==> src/snep_pkg.sv <==
package snep_pkg;
  localparam int TW = 5;   // width of every programmed time field except burst_beat_time, which is 4 bits
  localparam int NW = 5;   // width of the burst beat count (1 to 16)
  localparam int UW = 10;  // width of the time-unit counter
  localparam int CW = 12;  // width of the functional clock counter
  localparam int XW = 9;   // width of the burst extension term
  localparam int PW = 2;   // width of the clock phase counter
  localparam logic [TW-1:0] TIME_ZERO = 5'h00;
  localparam logic [NW-1:0] BEAT_ONE  = 5'h01;
  localparam logic [PW-1:0] PHASE_RST = 2'h0;
  localparam int FCLK_PERIOD_NS = 10;
  typedef enum logic [0:0] {
    SNEP_IDLE = 1'b0,
    SNEP_RUN  = 1'b1
  } snep_state_t;
endpackage

==> src/snep_launch.sv <==
`timescale 1ns/100ps
module snep_launch
  import snep_pkg::*;
(
  input  wire logic mclk,        // functional clock
  input  wire logic nrst,        // synchronous reset, active low
  input  wire logic level_d,     // next asserted state of the strobe
  input  wire logic half_shift,  // delay the strobe by half a clock
  output logic      strobe_n     // strobe pin, active low
);
  logic pos_q;
  logic neg_q;
  logic pos_d;

  always_comb begin
    pos_d = level_d;
  end

  always_ff @(posedge mclk) begin
    if (!nrst) begin
      pos_q <= 1'b0;
    end else begin
      pos_q <= pos_d;
    end
  end

  // the falling edge copy lags by half a clock; nothing else moves off the rising edge
  always_ff @(negedge mclk) begin
    if (!nrst) begin
      neg_q <= 1'b0;
    end else begin
      neg_q <= pos_q;
    end
  end

  // a select between two flops rather than a single flop; the shift needs both edges
  assign strobe_n = half_shift ? ~neg_q : ~pos_q;

  AST_ALIGNED: assert property (@(posedge mclk) disable iff (!nrst)
    !half_shift |-> strobe_n == ~$past(level_d))
    else $error("unshifted strobe not on rising edge");
endmodule

==> src/snep_top.sv <==
`timescale 1ns/100ps
// Operation
// single read select low: release minus assert, scaled
// burst read select adds beats times beat time
// burst write select uses write release time
// memory clock starts after first clock delay
// byte enables low for cycle length plus beats
// enables and latch release at cycle minus sample; code releases byte enables at cycle plus beats, latch at latch release time
// select and output enable release at release time
// ratio zero: select on clock edge, optional half
// ratio one: parity decides one clock lag
// ratio two: lag is difference modulo three
// ratio three: lag is difference modulo four
// latch assertion uses same offset scheme
// read latch release uses read release time
// write latch release uses write release time
// ratio zero: output enable on edge, optional half
// memory clock divided by programmed ratio
// write enable follows same placement scheme
// half shifts launch from falling clock edge
// beats counted to match burst length
module snep_top
  import snep_pkg::*;
(
  input  wire logic          mclk,                           // functional clock
  input  wire logic          nrst,                           // synchronous reset, active low
  input  wire logic          start,                          // one-cycle access request
  input  wire logic          is_write,                       // access is a write
  input  wire logic [NW-1:0] burst_beats,                    // beats n, 1 for single
  input  wire logic [1:0]    clock_divide_ratio,             // memory clock divide, 0 to 3
  input  wire logic [TW-1:0] first_clock_delay,              // fclk before first mem clock
  input  wire logic          timing_scale_bit,               // time unit is 1 or 2 fclk
  input  wire logic [TW-1:0] select_assert_time,             // select on time
  input  wire logic [TW-1:0] select_read_release_time,       // select off time, read
  input  wire logic [TW-1:0] select_write_release_time,      // select off time, write
  input  wire logic [TW-1:0] latch_assert_time,              // latch on time
  input  wire logic [TW-1:0] latch_read_release_time,        // latch off time, read
  input  wire logic [TW-1:0] latch_write_release_time,       // latch off time, write
  input  wire logic [TW-1:0] oe_assert_time,                 // output enable on time
  input  wire logic [TW-1:0] oe_release_time,                // output enable off time
  input  wire logic [TW-1:0] we_assert_time,                 // write enable on time
  input  wire logic [TW-1:0] we_release_time,                // write enable off time
  input  wire logic [TW-1:0] read_cycle_length,              // read cycle length
  input  wire logic [TW-1:0] write_cycle_length,             // write cycle length
  input  wire logic [TW-1:0] data_sample_time,               // first data beat time
  input  wire logic [3:0]    burst_beat_time,                // time between beats
  input  wire logic          select_half_cycle_shift,        // half shift on select
  input  wire logic          latch_half_cycle_shift,         // half shift on latch
  input  wire logic          output_enable_half_cycle_shift, // half shift on output enable
  input  wire logic          write_enable_half_cycle_shift,  // half shift on write enable
  output logic               busy,                           // access in progress
  output logic               mem_clk,                        // memory clock out
  output logic               cs_n,                           // chip select, active low
  output logic               be_n,                           // byte enables, active low
  output logic               latch_n,                        // address latch, active low
  output logic               oe_n,                           // output enable, active low
  output logic               we_n,                           // write enable, active low
  output logic               beat_pulse,                     // one pulse per data beat
  output logic [NW-1:0]      beat_count                      // beats done so far
);
  snep_state_t    st_q, st_d;
  logic [CW-1:0]  t_q, t_d;
  logic [UW-1:0]  u_q, u_d;
  logic           sub_q, sub_d;
  logic [PW-1:0]  ph_q, ph_d;
  logic           clk_on_q, clk_on_d;
  logic           mclk_q, mclk_d;
  logic           tog_q, tog_d;
  logic           tog_nq;
  logic [UW-1:0]  next_q, next_d;
  logic [NW-1:0]  cnt_q, cnt_d;
  logic           pulse_q, pulse_d;
  logic           cs_lvl_q, cs_lvl_d;
  logic           be_lvl_q, be_lvl_d;
  logic           adv_lvl_q, adv_lvl_d;
  logic           oe_lvl_d, we_lvl_d;
  logic [XW-1:0]  ext;
  logic [UW-1:0]  cs_off, be_off, adv_off, oe_off, we_off, end_u;
  logic [PW-1:0]  half;
  logic           run_d;

  // inputs are expected to hold still for the whole access
  always_comb begin
    ext     = XW'((burst_beats - BEAT_ONE) * burst_beat_time);
    cs_off  = UW'(is_write ? select_write_release_time
                           : select_read_release_time) + UW'(ext);
    be_off  = UW'(is_write ? write_cycle_length : read_cycle_length) + UW'(ext);
    adv_off = UW'(is_write ? latch_write_release_time : latch_read_release_time);
    oe_off  = UW'(oe_release_time) + UW'(ext);
    we_off  = UW'(we_release_time) + UW'(ext);
    end_u   = (cs_off > be_off) ? cs_off : be_off;
    half    = PW'((3'(clock_divide_ratio) + 3'h2) >> 1);
  end

  // access sequencer and time base; one unit is one or two functional clocks
  always_comb begin
    st_d  = st_q;
    t_d   = t_q;
    u_d   = u_q;
    sub_d = sub_q;
    case (st_q)
      SNEP_IDLE: begin
        if (start) begin
          st_d  = SNEP_RUN;
          t_d   = '0;
          u_d   = '0;
          sub_d = 1'b0;
        end
      end
      SNEP_RUN: begin
        t_d   = t_q + CW'(1);
        sub_d = timing_scale_bit ? ~sub_q : 1'b0;
        u_d   = u_q + UW'(sub_q == timing_scale_bit);
        if (u_d >= end_u) begin
          st_d = SNEP_IDLE;
        end
      end
      default: st_d = SNEP_IDLE;
    endcase
    run_d = (st_d == SNEP_RUN);
  end

  // strobe levels follow the unit count, so edges land on (time x scale) fclk
  always_comb begin
    cs_lvl_d  = run_d && u_d >= UW'(select_assert_time) && u_d < cs_off;
    be_lvl_d  = run_d && u_d < be_off;
    adv_lvl_d = run_d && u_d >= UW'(latch_assert_time) && u_d < adv_off;
    oe_lvl_d  = run_d && !is_write && u_d >= UW'(oe_assert_time) && u_d < oe_off;
    we_lvl_d  = run_d && is_write && u_d >= UW'(we_assert_time) && u_d < we_off;
  end

  // memory clock rises where (t - first_clock_delay) is a multiple of ratio+1,
  // so strobe lag against it falls out as the parity or modulo offset
  always_comb begin
    clk_on_d = run_d && t_d >= CW'(first_clock_delay);
    if (t_d == CW'(first_clock_delay) || ph_q == clock_divide_ratio) begin
      ph_d = PHASE_RST;
    end else begin
      ph_d = ph_q + PW'(1);
    end
    mclk_d = clk_on_d && ph_d < half;
    tog_d  = clk_on_d ? ~tog_q : tog_q;
  end

  // beat tracking
  always_comb begin
    next_d  = next_q;
    cnt_d   = cnt_q;
    pulse_d = 1'b0;
    if (st_q == SNEP_IDLE) begin
      if (start) begin
        next_d = UW'(data_sample_time);
        cnt_d  = '0;
      end
    end else if (run_d && u_d == next_q && !sub_d && cnt_q < burst_beats) begin
      pulse_d = 1'b1;
      cnt_d   = cnt_q + NW'(1);
      next_d  = next_q + UW'(burst_beat_time);
    end
  end

  always_ff @(posedge mclk) begin
    if (!nrst) begin
      st_q      <= SNEP_IDLE;
      t_q       <= '0;
      u_q       <= '0;
      sub_q     <= 1'b0;
      ph_q      <= PHASE_RST;
      clk_on_q  <= 1'b0;
      mclk_q    <= 1'b0;
      tog_q     <= 1'b0;
      next_q    <= '0;
      cnt_q     <= '0;
      pulse_q   <= 1'b0;
      cs_lvl_q  <= 1'b0;
      be_lvl_q  <= 1'b0;
      adv_lvl_q <= 1'b0;
      busy      <= 1'b0;
    end else begin
      st_q      <= st_d;
      t_q       <= t_d;
      u_q       <= u_d;
      sub_q     <= sub_d;
      ph_q      <= ph_d;
      clk_on_q  <= clk_on_d;
      mclk_q    <= mclk_d;
      tog_q     <= tog_d;
      next_q    <= next_d;
      cnt_q     <= cnt_d;
      pulse_q   <= pulse_d;
      cs_lvl_q  <= cs_lvl_d;
      be_lvl_q  <= be_lvl_d;
      adv_lvl_q <= adv_lvl_d;
      busy      <= run_d;
    end
  end

  always_ff @(negedge mclk) begin
    if (!nrst) begin
      tog_nq <= 1'b0;
    end else begin
      tog_nq <= tog_q;
    end
  end

  // at ratio 0 the clock runs at fclk rate, high from rising to falling edge
  assign mem_clk    = (clock_divide_ratio == 2'h0) ? (tog_q ^ tog_nq) : mclk_q;
  assign beat_pulse = pulse_q;
  assign beat_count = cnt_q;
  assign be_n       = ~be_lvl_q;

  snep_launch u_cs (
    .mclk       (mclk),
    .nrst       (nrst),
    .level_d    (cs_lvl_d),
    .half_shift (select_half_cycle_shift),
    .strobe_n   (cs_n)
  );
  snep_launch u_adv (
    .mclk       (mclk),
    .nrst       (nrst),
    .level_d    (adv_lvl_d),
    .half_shift (latch_half_cycle_shift),
    .strobe_n   (latch_n)
  );
  snep_launch u_oe (
    .mclk       (mclk),
    .nrst       (nrst),
    .level_d    (oe_lvl_d),
    .half_shift (output_enable_half_cycle_shift),
    .strobe_n   (oe_n)
  );
  snep_launch u_we (
    .mclk       (mclk),
    .nrst       (nrst),
    .level_d    (we_lvl_d),
    .half_shift (write_enable_half_cycle_shift),
    .strobe_n   (we_n)
  );

  // helper counters of low time for the duration checks
  logic [CW-1:0] cs_len_q, be_len_q, adv_len_q;
  always_ff @(posedge mclk) begin
    if (!nrst) begin
      cs_len_q  <= '0;
      be_len_q  <= '0;
      adv_len_q <= '0;
    end else begin
      cs_len_q  <= cs_lvl_q ? cs_len_q + CW'(1) : '0;
      be_len_q  <= be_lvl_q ? be_len_q + CW'(1) : '0;
      adv_len_q <= adv_lvl_q ? adv_len_q + CW'(1) : '0;
    end
  end

  AST_CS_LEN: assert property (@(posedge mclk) disable iff (!nrst)
    $fell(cs_lvl_q) && !start |->
      32'(cs_len_q) == (32'(cs_off) - 32'(select_assert_time)) * (32'(timing_scale_bit) + 1))
    else $error("select low time wrong");
  AST_BE_LEN: assert property (@(posedge mclk) disable iff (!nrst)
    $fell(be_lvl_q) && !start |->
      32'(be_len_q) == 32'(be_off) * (32'(timing_scale_bit) + 1))
    else $error("byte enable low time wrong");
  AST_ADV_LEN: assert property (@(posedge mclk) disable iff (!nrst)
    $fell(adv_lvl_q) && !start |->
      32'(adv_len_q) == (32'(adv_off) - 32'(latch_assert_time)) * (32'(timing_scale_bit) + 1))
    else $error("latch low time wrong");
  AST_FIRST_CLK: assert property (@(posedge mclk) disable iff (!nrst)
    $rose(clk_on_q) |-> t_q == CW'(first_clock_delay))
    else $error("memory clock started at wrong time");
  AST_PHASE: assert property (@(posedge mclk) disable iff (!nrst)
    clk_on_q |-> ph_q <= clock_divide_ratio)
    else $error("clock phase beyond divide ratio");
  AST_CS_LAG: assert property (@(posedge mclk) disable iff (!nrst)
    $rose(cs_lvl_q) && clk_on_q && !timing_scale_bit |->
      32'(ph_q) == (32'(t_q) - 32'(first_clock_delay)) % (32'(clock_divide_ratio) + 1))
    else $error("select lag against memory clock wrong");
  AST_BEATS: assert property (@(posedge mclk) disable iff (!nrst)
    $fell(busy) && burst_beats > 0 && next_q <= end_u |-> ##[0:1] cnt_q <= burst_beats)
    else $error("beat count exceeds burst length");
  AST_WE_READ: assert property (@(posedge mclk) disable iff (!nrst)
    busy && !is_write |-> we_n)
    else $error("write enable asserted on a read");
endmodule

==> config.mk <==
export PLATFORM = sky130hd
export DESIGN_NAME = snep_top
export DESIGN_NICKNAME = d
export VERILOG_FILES = /design/src/snep_pkg.sv /design/src/snep_launch.sv /design/src/snep_top.sv
export SDC_FILE = /design/constraint.sdc
export NUM_CORES = 1
export LEC_CHECK = 0
export BUFFER_PORTS_ARGS = -buffer_cell sky130_fd_sc_hd__buf_4
export CORE_MARGIN = 2
export CORE_UTILIZATION = 57
export DETAILED_ROUTE_END_ITERATION = 7
export PLACE_DENSITY = 0.89
export SYNTH_ARGS = -nofsm -noshare
export SYNTH_HDL_FRONTEND = slang
export SYNTH_HIERARCHICAL = 1
export SYNTH_SLANG_ARGS = --single-unit
export TNS_END_PERCENT = 100
==> constraint.sdc <==
create_clock -name mclk -period 10.5 [get_ports mclk]
set_input_delay 0 -clock mclk [delete_from_list [all_inputs] [get_ports mclk]]
set_output_delay 0 -clock mclk [all_outputs]
set_load 0.02 [all_outputs]
## Yosys cells after proc, flatten, opt, wreduce, memory -nomap -nowiden

Cells that the tools add are included.

| storage, ports and cells | value |
|---|---|
| register bits after elaboration | 54 |
| bits in latches | 0 |
| memory bits (writable) | 0 |
| bits in read-only memories | 0 |
| input port bits | 90 |
| output and inout bits | 13 |
| memories | 0 |

| cells by class | value |
|---|---|
| add/subtract/negate cells | 11 |
| multipliers | 1 |
| divide/modulo/power cells | 0 |
| $lt $le $gt $ge | 14 |
| eq/ne operators | 5 |
| shifts and indexed selects | 0 |
| muxes and demuxes | 27 |
| bitwise gates (word level) | 13 |
| reduce and logical (&&, ||, !) cells | 23 |

Operators by type and width:

| operator | number |
|---|---|
| two-way mux 10 bit | 5 |
| adder 5 x 9 -> 10 bit | 4 |
| >= comparator 10 x 5 -> 1 bit | 4 |
| less-than comparator 10 bit | 4 |
| two-way mux 5 bit | 6 |
| one-hot mux 12 bit (2 select lines) | 1 |
| one-hot mux 10 bit (2 select lines) | 1 |
| logical AND 1 bit | 16 |
| adder 12 x 1 -> 12 bit (second input constant) | 1 |
| == test 12 x 5 -> 1 bit | 1 |
| >= comparator 12 x 5 -> 1 bit | 1 |
| two-way mux 12 bit | 1 |
| inverter 1 bit | 12 |
| adder 10 x 1 -> 10 bit | 1 |
| adder 10 x 4 -> 10 bit | 1 |
| == test 10 bit | 1 |
| >= comparator 10 bit | 1 |
| > comparator 10 bit | 1 |
| less-than comparator 10 x 5 -> 1 bit | 1 |
| two-way mux 1 bit | 10 |
| multiplier 6 x 5 -> 9 bit | 1 |
| subtractor 5 x 1 -> 6 bit (second input constant) | 1 |
| adder 5 x 1 -> 5 bit (second input constant) | 1 |
| less-than comparator 5 bit | 1 |
| other kinds (14) | 17 |

## Logic depth before layout (Yosys ltp)

Gate-level depths: netlist of the first run.

| depth | value |
|---|---|
| word-level depth | 13 |
| mapped depth | 38 |
| mapped depth without buffers | 36 |

## By module

Netlist of the first run, hierarchy kept.

By module, submodules not included:

| module | instances | cells each | area an instance (um^2) |
|---|---|---|---|
| snep_top | 1 | 870 | 6912.9 |
| snep_launch | 4 | 6 | 66.3 |

==> results of run 1 <==
## metal layers
| layer | GRT usage | wire length, um | up-vias |
|---|---|---|---|
| met4 | 0.0849 | 516 | 0 |
| met2 | 0.476 | 8520 | 236 |
| met1 | 0.355 | 8010 | 3096 |
| met5 | 0 | 0 | - |
| met3 | 0.0311 | 908 | 51 |
| li1 | - | - | 3319 |
## power groups by stage
stage	clock network [W]	registers, W	logic (W)
after floorplan	0.00000596	0.000247	0.000822
final	0.000188	0.000256	0.00109
after global routing	0.000199	0.000259	0.00122
after CTS	0.000190	0.000255	0.00107
after detailed placement	0.00000596	0.000259	0.00106
after global placement	0.00000596	0.000258	0.00102
## cell type report
cell class | count | area [um^2]
repair buffers | 105 | 788
multi-input cells | 726 | 5650
clock buffers | 6 | 150
well taps | 168 | 210
inverters | 90 | 338
flip-flops and latches | 54 | 1080
fillers | 961 | 3910
clock inverters | 7 | 31.3
## tightest hold or removal path: stages
cell and delay, ns:
buf_4 0.08, nand2_1 0.04, o311ai_1 0.06, o211a_1 0.14
## cells in the mapped netlist (16+ instances only)
cell	n
a21o_1	16
a21oi_1	44
and2_1	40
dfxtp_1	54
ha_1	131
inv_1	95
mux2i_1	18
nand2_1	64
nand2b_1	22
nand3_1	21
nor2_1	50
nor2b_1	31
o21ai_0	50
xnor2_1	43
xor2_1	18
## flip-flops by register name, summed over array words and instances, names as in the netlist, 2 cells and up
| register | count |
|---|---|
| next_q | 10 |
| beat_count | 5 |
| ph_q | 2 |
| t_q | 12 |
| u_q | 10 |
## metrics by stage
stage	hold slack (ns)	total power, W
detailed placement	0.299	0.00132
CTS	0.0571	0.00152
floorplan	0.122	0.00107
finish	0.0566	0.00153
global route	0.0860	0.00168
global placement	0.297	0.00128
## how the worst max path moves through the flow
| stage | endpoint | slack [ns] | depth (start not counted) |
|---|---|---|---|
| final | next_q[3] | 1.73 | 36 |
| after detailed placement | next_q[3] | 1.66 | 36 |
| after global routing | next_q[3] | 1.25 | 36 |
| after global placement | next_q[3] | 1.97 | 36 |
| after CTS | next_q[3] | 1.87 | 36 |
| after floorplan | next_q[0] | 3.19 | 35 |
## logic make-up after synthesis
logic type                 synth area share
muxes                                0.0486
AOI/OAI and AO/OA                     0.175
and+or+nand+nor                       0.219
buffers and inverters                0.0621
adders and majority gates             0.270
DFF                                   0.151
xor gates and xnor gates             0.0744
==> run metrics, run 1 <==
Worst-Skew Late Latency 0.37 ns; Logic pwr share 0.710; RR Endpoint tog_nq; RSZ-0062 raised after global routing false; top cells by area, synth ha_1 (23%), dfxtp_1 (15%), xnor2_1 (5.2%), inv_1 (5.0%), fa_1 (4.2%); Slew Viols, Final 0; Yosys top cell area share 0.228; placed instance area 8090 um^2; DRT Wirelength 18000 um; CP endpoint kind register; clk_skew 0.0772 ns; CTS hold repair buffers 0; beginning of the critical path burst_beats[3]; drc violations 0; TNS Setup 0 ns; area leader, netlist ha_1; port bufs 102; num ports 103; GPL Wtd Cong 0.968; post-route ant nets 0; Flop pwr share 0.167; n_diodes 0; status finished clean; post-synth cell types 69; CTS max path bufs 2; largest net degree at the start of global routing 55; DR vias 6702; Worst Path Max Fanout 17; final setup margin 1.73 ns; commonest non-fill, non-tap cell in the layout ha_1; Worst-Margin Slew 0.927 ns; dpl ws 1.66 ns; Post-synth EDFFs 0; # setup viols final 0; TritonRoute pass-1 iters 5; Final Hold Fails 0; Syn-to-layout area delta 14.9%; GR Overflow Total 0; Reg clk slew, reported paths 0.07 ns; leakage 4.13 nW; CP required 10.69 ns; max frequency 114 MHz; switching share of power 0.476; Top delay family on crit path simple AND/OR/NAND/NOR gates; Cell Pwr Density 186 nW/um^2; CP peak stage delay 0.71 ns; CP Buf/Inv Count 4; Mapped Cells 894; peak supply drop 0.000138 V; Post-Synthesis Mean Instance Area 8.03 um^2; commonest non-fill, non-tap cells in the layout ha_1 (131), buf_4 (105), inv_1 (95), nand2_1 (64), dfxtp_1 (54); nets 1223; clock share of power 0.123; initial core utilization 0.590; height of the chip 116 um; fin cells 1156; vias in the first global route 6603; Row Count 40; Total Routing Usage GR 0.273; Hold Path Class in -> reg; die footprint 13500 um^2; CTS resizes 0; FF+latch count, synth 54; WL/cell 15.5 um; slowest cell on the critical path nor4_4; flop2flop setup slack 4.73 ns; period utilization 0.835; Root Driver clkbuf_16; ys flop type dfxtp_1; clock net sink count 54; internal power 0.000803 W; hold path start data_sample_time[2]; fin crit period 8.77 ns; placed insts 1148; first-pass GRT wire length 30100 um; Arr. time, crit path 8.96 ns; CTS buffer count 5; CTS tree yes; layout cell share with drive strength beyond 1 0.144; DP HPWL 14200 um; Post-Syn Nets 1130; r2r worst-path depth 1; area of the core 12200 um^2; sw power 0.000730 W; Mapped Area 7180 um^2; Yosys warnings 6; Post-CTS Repair Setup Buffers 0; Die Span X 116 um; RR Startpoint tog_q; Layout Utilization 0.678; CTS H-tree lvls 2; Slew headroom 0.381; CP Class in -> reg; vias per cell 5.80; cell mode on critical path ha_1; Hold Path Stages 4; part of the Yosys area used for sequential elements 0.151; ys async rst share 0; Initial DRC Count 498; Startpoint Class input pin; Max Cap Viol 0; antenna violations before repair 0; worst hold endpoint next_q[2]; final instance area 8250 um^2
Power figures use the tool's default switching activity.
==> inputs of run 2 (changes only) <==
CORE_UTILIZATION = 54   (was 57)
clock period = 7.6 ns   (was 10.5 ns; I/O delays follow)
==> run 2 against run 1 <==
Net effect: combinational power rose by 57%; sequential cell count did not move; cell area rose by 2.8%; highest routed layer unchanged; power rose by 48%.
==> run metrics, run 2 (synthesis results as in run 1) <==
Top delay family on crit path adder cells; height of the chip 119 um (+2.6%); largest net degree at the start of global routing 55 (unchanged); largest register by flop count t_q; # setup viols final 0 (unchanged); max frequency 139 MHz; CTS max path bufs 2 (unchanged); Row Count 42 (+5.0%); hold path start data_sample_time[4]; Slew Viols, Final 0 (unchanged); Arr. time, crit path 7.38 ns (-1.58 ns); GPL Wtd Cong 1.03 (+6.1%); slowest cell on the critical path fa_1; port bufs 102 (unchanged); post-route ant nets 0 (unchanged); internal power 0.00122 W (+52%); vias in the first global route 6619 (+0.24%); Final Hold Fails 0 (unchanged); fin crit period 7.20 ns; Initial DRC Count 430 (-14%); Regs by FF count t_q: 12 flops, next_q: 10 flops, u_q: 10 flops; Total Routing Usage GR 0.260 (-0.0133); leakage 4.26 nW (+3.0%); Logic pwr share 0.751 (+0.041); num ports 103 (unchanged); switching share of power 0.463 (-0.0125); DRT Wirelength 18300 um (+2.0%); GR Overflow Total 0 (unchanged); CP required 7.78 ns (-2.91 ns); beginning of the critical path burst_beats[0]; CP Buf/Inv Count 6 (+2); commonest non-fill, non-tap cell in the layout ha_1; Worst-Margin Slew 1.04 ns (+0.115 ns); CP endpoint kind register; Startpoint Class input pin; vias per cell 5.72 (-1.4%); TritonRoute pass-1 iters 5 (unchanged); Flop pwr share 0.149 (-0.018); Max Cap Viol 0 (unchanged); Root Driver clkbuf_16; nets 1248 (+2.0%); Slew headroom 0.298 (-0.0836); CTS hold repair buffers 0 (unchanged); Cell Pwr Density 268 nW/um^2 (+44%); RR Startpoint tog_q; CP Class in -> reg; Reg clk slew, reported paths 0.07 ns (about the same); sw power 0.00105 W (+45%); WL/cell 15.4 um (-0.80%); commonest non-fill, non-tap cells in the layout ha_1 (131), buf_4 (130), inv_1 (96), nand2_1 (63), dfxtp_1 (54); Layout Utilization 0.648 (-0.0301); initial core utilization 0.549 (-0.0417); max FFs per register 12 (unchanged); Worst-Skew Late Latency 0.37 ns (about the same); CP peak stage delay 0.54 ns (-0.17 ns); n_diodes 0 (unchanged); status finished clean; first-pass GRT wire length 30600 um (+1.7%); clock share of power 0.100 (-0.023); layout cell share with drive strength beyond 1 0.175 (+0.0310); Hold Path Class in -> reg; CTS buffer count 5 (unchanged); clk_skew 0.0753 ns (-0.00185 ns); die footprint 14200 um^2 (+5.4%); DP HPWL 14800 um (+4.3%); clock net sink count 54 (unchanged); antenna violations before repair 0 (unchanged); period utilization 0.947; DR vias 6799 (+1.4%); drc violations 0 (unchanged); TNS Setup 0 ns (unchanged); Worst Path Max Fanout 7 (-10); Die Span X 119 um (+2.6%); peak supply drop 0.000149 V (+8.3%); area of the core 13100 um^2 (+7.6%); CTS tree yes; Filler cells 1045 (+8.7%); Syn-to-layout area delta 18.2%; CTS H-tree lvls 2 (unchanged)
run 2: changes by cell type in the layout (fill, tap and decap cells not counted), moves of 2 or more:
| cell | previous run | this run |
|---|---|---|
| a21oi_2 | 1 | 3 |
| clkbuf_1 | 0 | 2 |
| buf_4 | 105 | 130 |
| a21oi_1 | 44 | 42 |
run 2: power by group through the flow:
stage	Sequential, W	Combinational (W)	Clock, W
after floorplan	0.000341	0.00114	0.00000823
after global placement	0.000343	0.00160	0.00000823
after detailed placement	0.000343	0.00162	0.00000823
after CTS	0.000338	0.00164	0.000232
after global routing	0.000342	0.00191	0.000241
final	0.000339	0.00171	0.000228
run 2: path summary, 6_finish.rpt:
kind,to,slack (ns),cells past startpoint
max,next_q[8],0.40,37
max reg2reg,tog_nq,3.28,1
min,next_q[4],0.07,3
min reg2reg,next_q[1],0.50,2
run 2: layout make-up:
class,instances,area (um^2),area share
sequential,54,1080,0.127
clock buffer,7,133,0.0156
timing repair buffer,130,976,0.115
multi-input combinational,726,5710,0.673
inverter,90,338,0.0398
clock inverter,6,22.5,0.00265
tap,176,220,0.0260
run 2: metal layers:
layer | track usage | up-vias | routed length, um
met5 | 0 | - | 0
met4 | 0.0787 | 0 | 321
met3 | 0.0278 | 35 | 1190
met2 | 0.456 | 277 | 8750
met1 | 0.337 | 3119 | 8060
li1 | - | 3368 | -
run 2: what timing repair did:
action                     in CTS  in global routing
resized for setup               0                 16
buffers inserted                0                  1
setup endpoints to repair       0                 24
run 2: metrics by stage:
| stage | instance area [um^2] | total power (W) | hold slack, ns | worst slack (ns) | std cells |
|---|---|---|---|---|---|
| final | 8480 | 0.00227 | 0.0672 | 0.401 | 1189 |
| after global routing | 8480 | 0.00250 | 0.0967 | -0.0312 | 1189 |
| after CTS | 8410 | 0.00221 | 0.0633 | 0.205 | 1188 |
| after detailed placement | 8280 | 0.00197 | 0.295 | -0.0791 | 1180 |
| after global placement | 8280 | 0.00195 | 0.293 | 0.154 | 1180 |
| after floorplan | 7180 | 0.00149 | 0.122 | 0.287 | 894 |
==> inputs of run 3 (changes only) <==
ABC_AREA = 1   (was not set)
CORE_ASPECT_RATIO = 0.5   (was not set)
==> run 3 against run 2 <==
Net effect: routed wire length increased by 7.5%; die area increased by 5.8%; sequential cell count unchanged; via count increased by 14%; clock skew decreased by 0.0071 ns; cell area increased by 2.3%; sequential share of layout area decreased by 0.29 points; critical path depth increased by 6.
==> run metrics, run 3 <==
CP endpoint kind register; period utilization 0.911 (-0.0362); Post-CTS Repair Setup Buffers 0 (unchanged); Yosys warnings 6 (unchanged); Max Cap Viol 0 (unchanged); Worst Path Max Fanout 16 (+9); max FFs per register 12 (unchanged); Cell Pwr Density 212 nW/um^2 (-21%); Die Span X 172 um (+44%); Root Driver clkbuf_16; Syn-to-layout area delta 14.5%; Slew headroom 0.466 (+0.168); CTS H-tree lvls 2 (unchanged); CTS tree yes; nets 1478 (+18%); Logic pwr share 0.683 (-0.068); Worst-Skew Late Latency 0.37 ns (about the same); layout cell share with drive strength beyond 1 0.131 (-0.0436); vias per cell 5.38 (-6.0%); Hold Path Class in -> reg; commonest non-fill, non-tap cell in the layout nand2_1; cell mode on critical path nand2_1; Regs by FF count t_q: 12 flops, next_q: 10 flops, u_q: 10 flops; ys async rst share 0 (unchanged); TNS Setup 0 ns (unchanged); drc violations 0 (unchanged); area leader, netlist ha_1; # setup viols final 0 (unchanged); die footprint 15100 um^2 (+5.8%); DRT Wirelength 19700 um (+7.5%); n_diodes 0 (unchanged); Arr. time, crit path 7.12 ns (-0.26 ns); post-synth cell types 49 (-29%); Startpoint Class input pin; post-route ant nets 0 (unchanged); DP HPWL 16100 um (+8.8%); top cells by area, synth ha_1 (22%), dfxtp_1 (14%), nand2_1 (14%), inv_1 (9.9%), nand3_1 (5.0%); part of the Yosys area used for sequential elements 0.143 (-0.00803); Slew Viols, Final 0 (unchanged); CP peak stage delay 0.55 ns (about the same); clock net sink count 54 (unchanged); RSZ-0062 raised after global routing false; clock share of power 0.151 (+0.051); switching share of power 0.496 (+0.0330); Mapped Cells 1148 (+28%); vias in the first global route 7245 (+9.5%); max frequency 144 MHz (+4.0%); area of the core 13600 um^2 (+4.1%); Reg clk slew, reported paths 0.07 ns (about the same); WL/cell 13.7 um (-11%); CTS resizes 0 (unchanged); top-count cell post-synth nand2_1; Initial DRC Count 561 (+30%); final hold slack 0.0322 ns (-0.0350 ns); port bufs 102 (unchanged); CTS buffer count 5 (unchanged); initial core utilization 0.556 (+0.00790); commonest non-fill, non-tap cells in the layout nand2_1 (278), inv_1 (200), ha_1 (131), buf_4 (104), nor2_1 (93); first-pass GRT wire length 32600 um (+6.4%); FF+latch count, synth 54 (unchanged); Total Routing Usage GR 0.266 (+0.00552); Worst-Margin Slew 0.791 ns (-0.251 ns); Mapped Area 7580 um^2 (+5.6%); ys flop type dfxtp_1; Flop pwr share 0.166 (+0.017); fin crit period 6.92 ns (-0.275 ns); peak supply drop 0.000139 V (-6.9%); height of the chip 87.8 um (-26%); GR Overflow Total 0 (unchanged); GPL Wtd Cong 0.905 (-12%); Final Hold Fails 0 (unchanged); clk_skew 0.0682 ns (-0.00713 ns); slowest cell on the critical path fa_1; leakage 4.74 nW (+11%); internal power 0.000925 W (-24%); sw power 0.000912 W (-13%); largest net degree at the start of global routing 35 (-36%); TritonRoute pass-1 iters 7 (+2); largest register by flop count t_q; Post-Syn Nets 1384 (+22%); Row Count 30 (-29%); Post-synth EDFFs 0 (unchanged); Post-Synthesis Mean Instance Area 6.60 um^2 (-18%); Yosys top cell area share 0.216 (-0.0122); antenna violations before repair 0 (unchanged); Post-synth top cells nand2_1 (279), inv_1 (200), ha_1 (131); CTS hold repair buffers 0 (unchanged); CP Class in -> reg; num ports 103 (unchanged); status finished clean; DR vias 7717 (+14%); CP required 7.79 ns (about the same); CTS max path bufs 2 (unchanged)
[run 3: routing by layer]
layer	global-route usage	part of all wire	up-vias
met3	0.0253	0.062	42
met2	0.456	0.46	272
met1	0.360	0.46	3510
met5	0	0	-
met4	0.0747	0.021	0
li1	-	-	3893
[run 3: power groups by stage]
stage | registers (W) | clock network, W | logic (W)
global placement | 0.000311 | 0.00000823 | 0.00117
finish | 0.000306 | 0.000277 | 0.00126
detailed placement | 0.000311 | 0.00000823 | 0.00123
CTS | 0.000305 | 0.000277 | 0.00123
floorplan | 0.000309 | 0.00000823 | 0.000946
global route | 0.000307 | 0.000291 | 0.00142
[run 3: logic make-up (layout without fill, tap and decap cells)]
kind of cell / Yosys count / after routing / share of synthesized area
mux: 8 / 8 / 0.0106
buf+inv: 226 / 321 / 0.118
fa+ha+maj: 146 / 146 / 0.256
xor+xnor: 47 / 47 / 0.0543
simple gates: 527 / 527 / 0.312
compound gates: 140 / 140 / 0.107
flops: 54 / 54 / 0.143
[run 3: area by class of cell]
cell class	instances	area [um^2]
Multi-Input combinational cell	868	5630
Fill cell	1183	4940
Sequential cell	54	1080
Timing Repair Buffer	104	781
Inverter	204	766
Tap cell	192	240
Clock buffer	5	125
Clock inverter	8	62.6
[run 3: worst max-delay path: cells and delay by family]
family | cells | cell delay [ns]
xor gates and xnor gates | 3 | 0.86
and+or+nand+nor | 19 | 2.06
buffers and inverters | 5 | 0.31
AOI/OAI and AO/OA | 8 | 1.08
adders and majority gates | 8 | 2.77
[run 3: stage by stage]
step                       util  power (W)  area, um^2  worst slack [ns]  cells
after floorplan               -    0.00126        7580              1.16   1148
after CTS                 0.636    0.00182        8660             0.445   1435
after global routing      0.637    0.00202        8680           0.00933   1435
final                     0.637    0.00184        8680             0.676   1435
after global placement    0.624    0.00149        8500             0.447   1427
after detailed placement  0.624    0.00155        8500             0.190   1427
[run 3: path summary, 6_finish.rpt]
| path | from | to | slack [ns] | cells after the start |
|---|---|---|---|---|
| setup / recovery | burst_beats[0] | next_q[3] | 0.68 | 43 |
| hold / removal | nrst | u_cs/pos_q | 0.03 | 3 |
| setup reg to reg | tog_q | tog_nq | 3.31 | 2 |
| hold reg to reg | tog_q | tog_q | 0.51 | 2 |
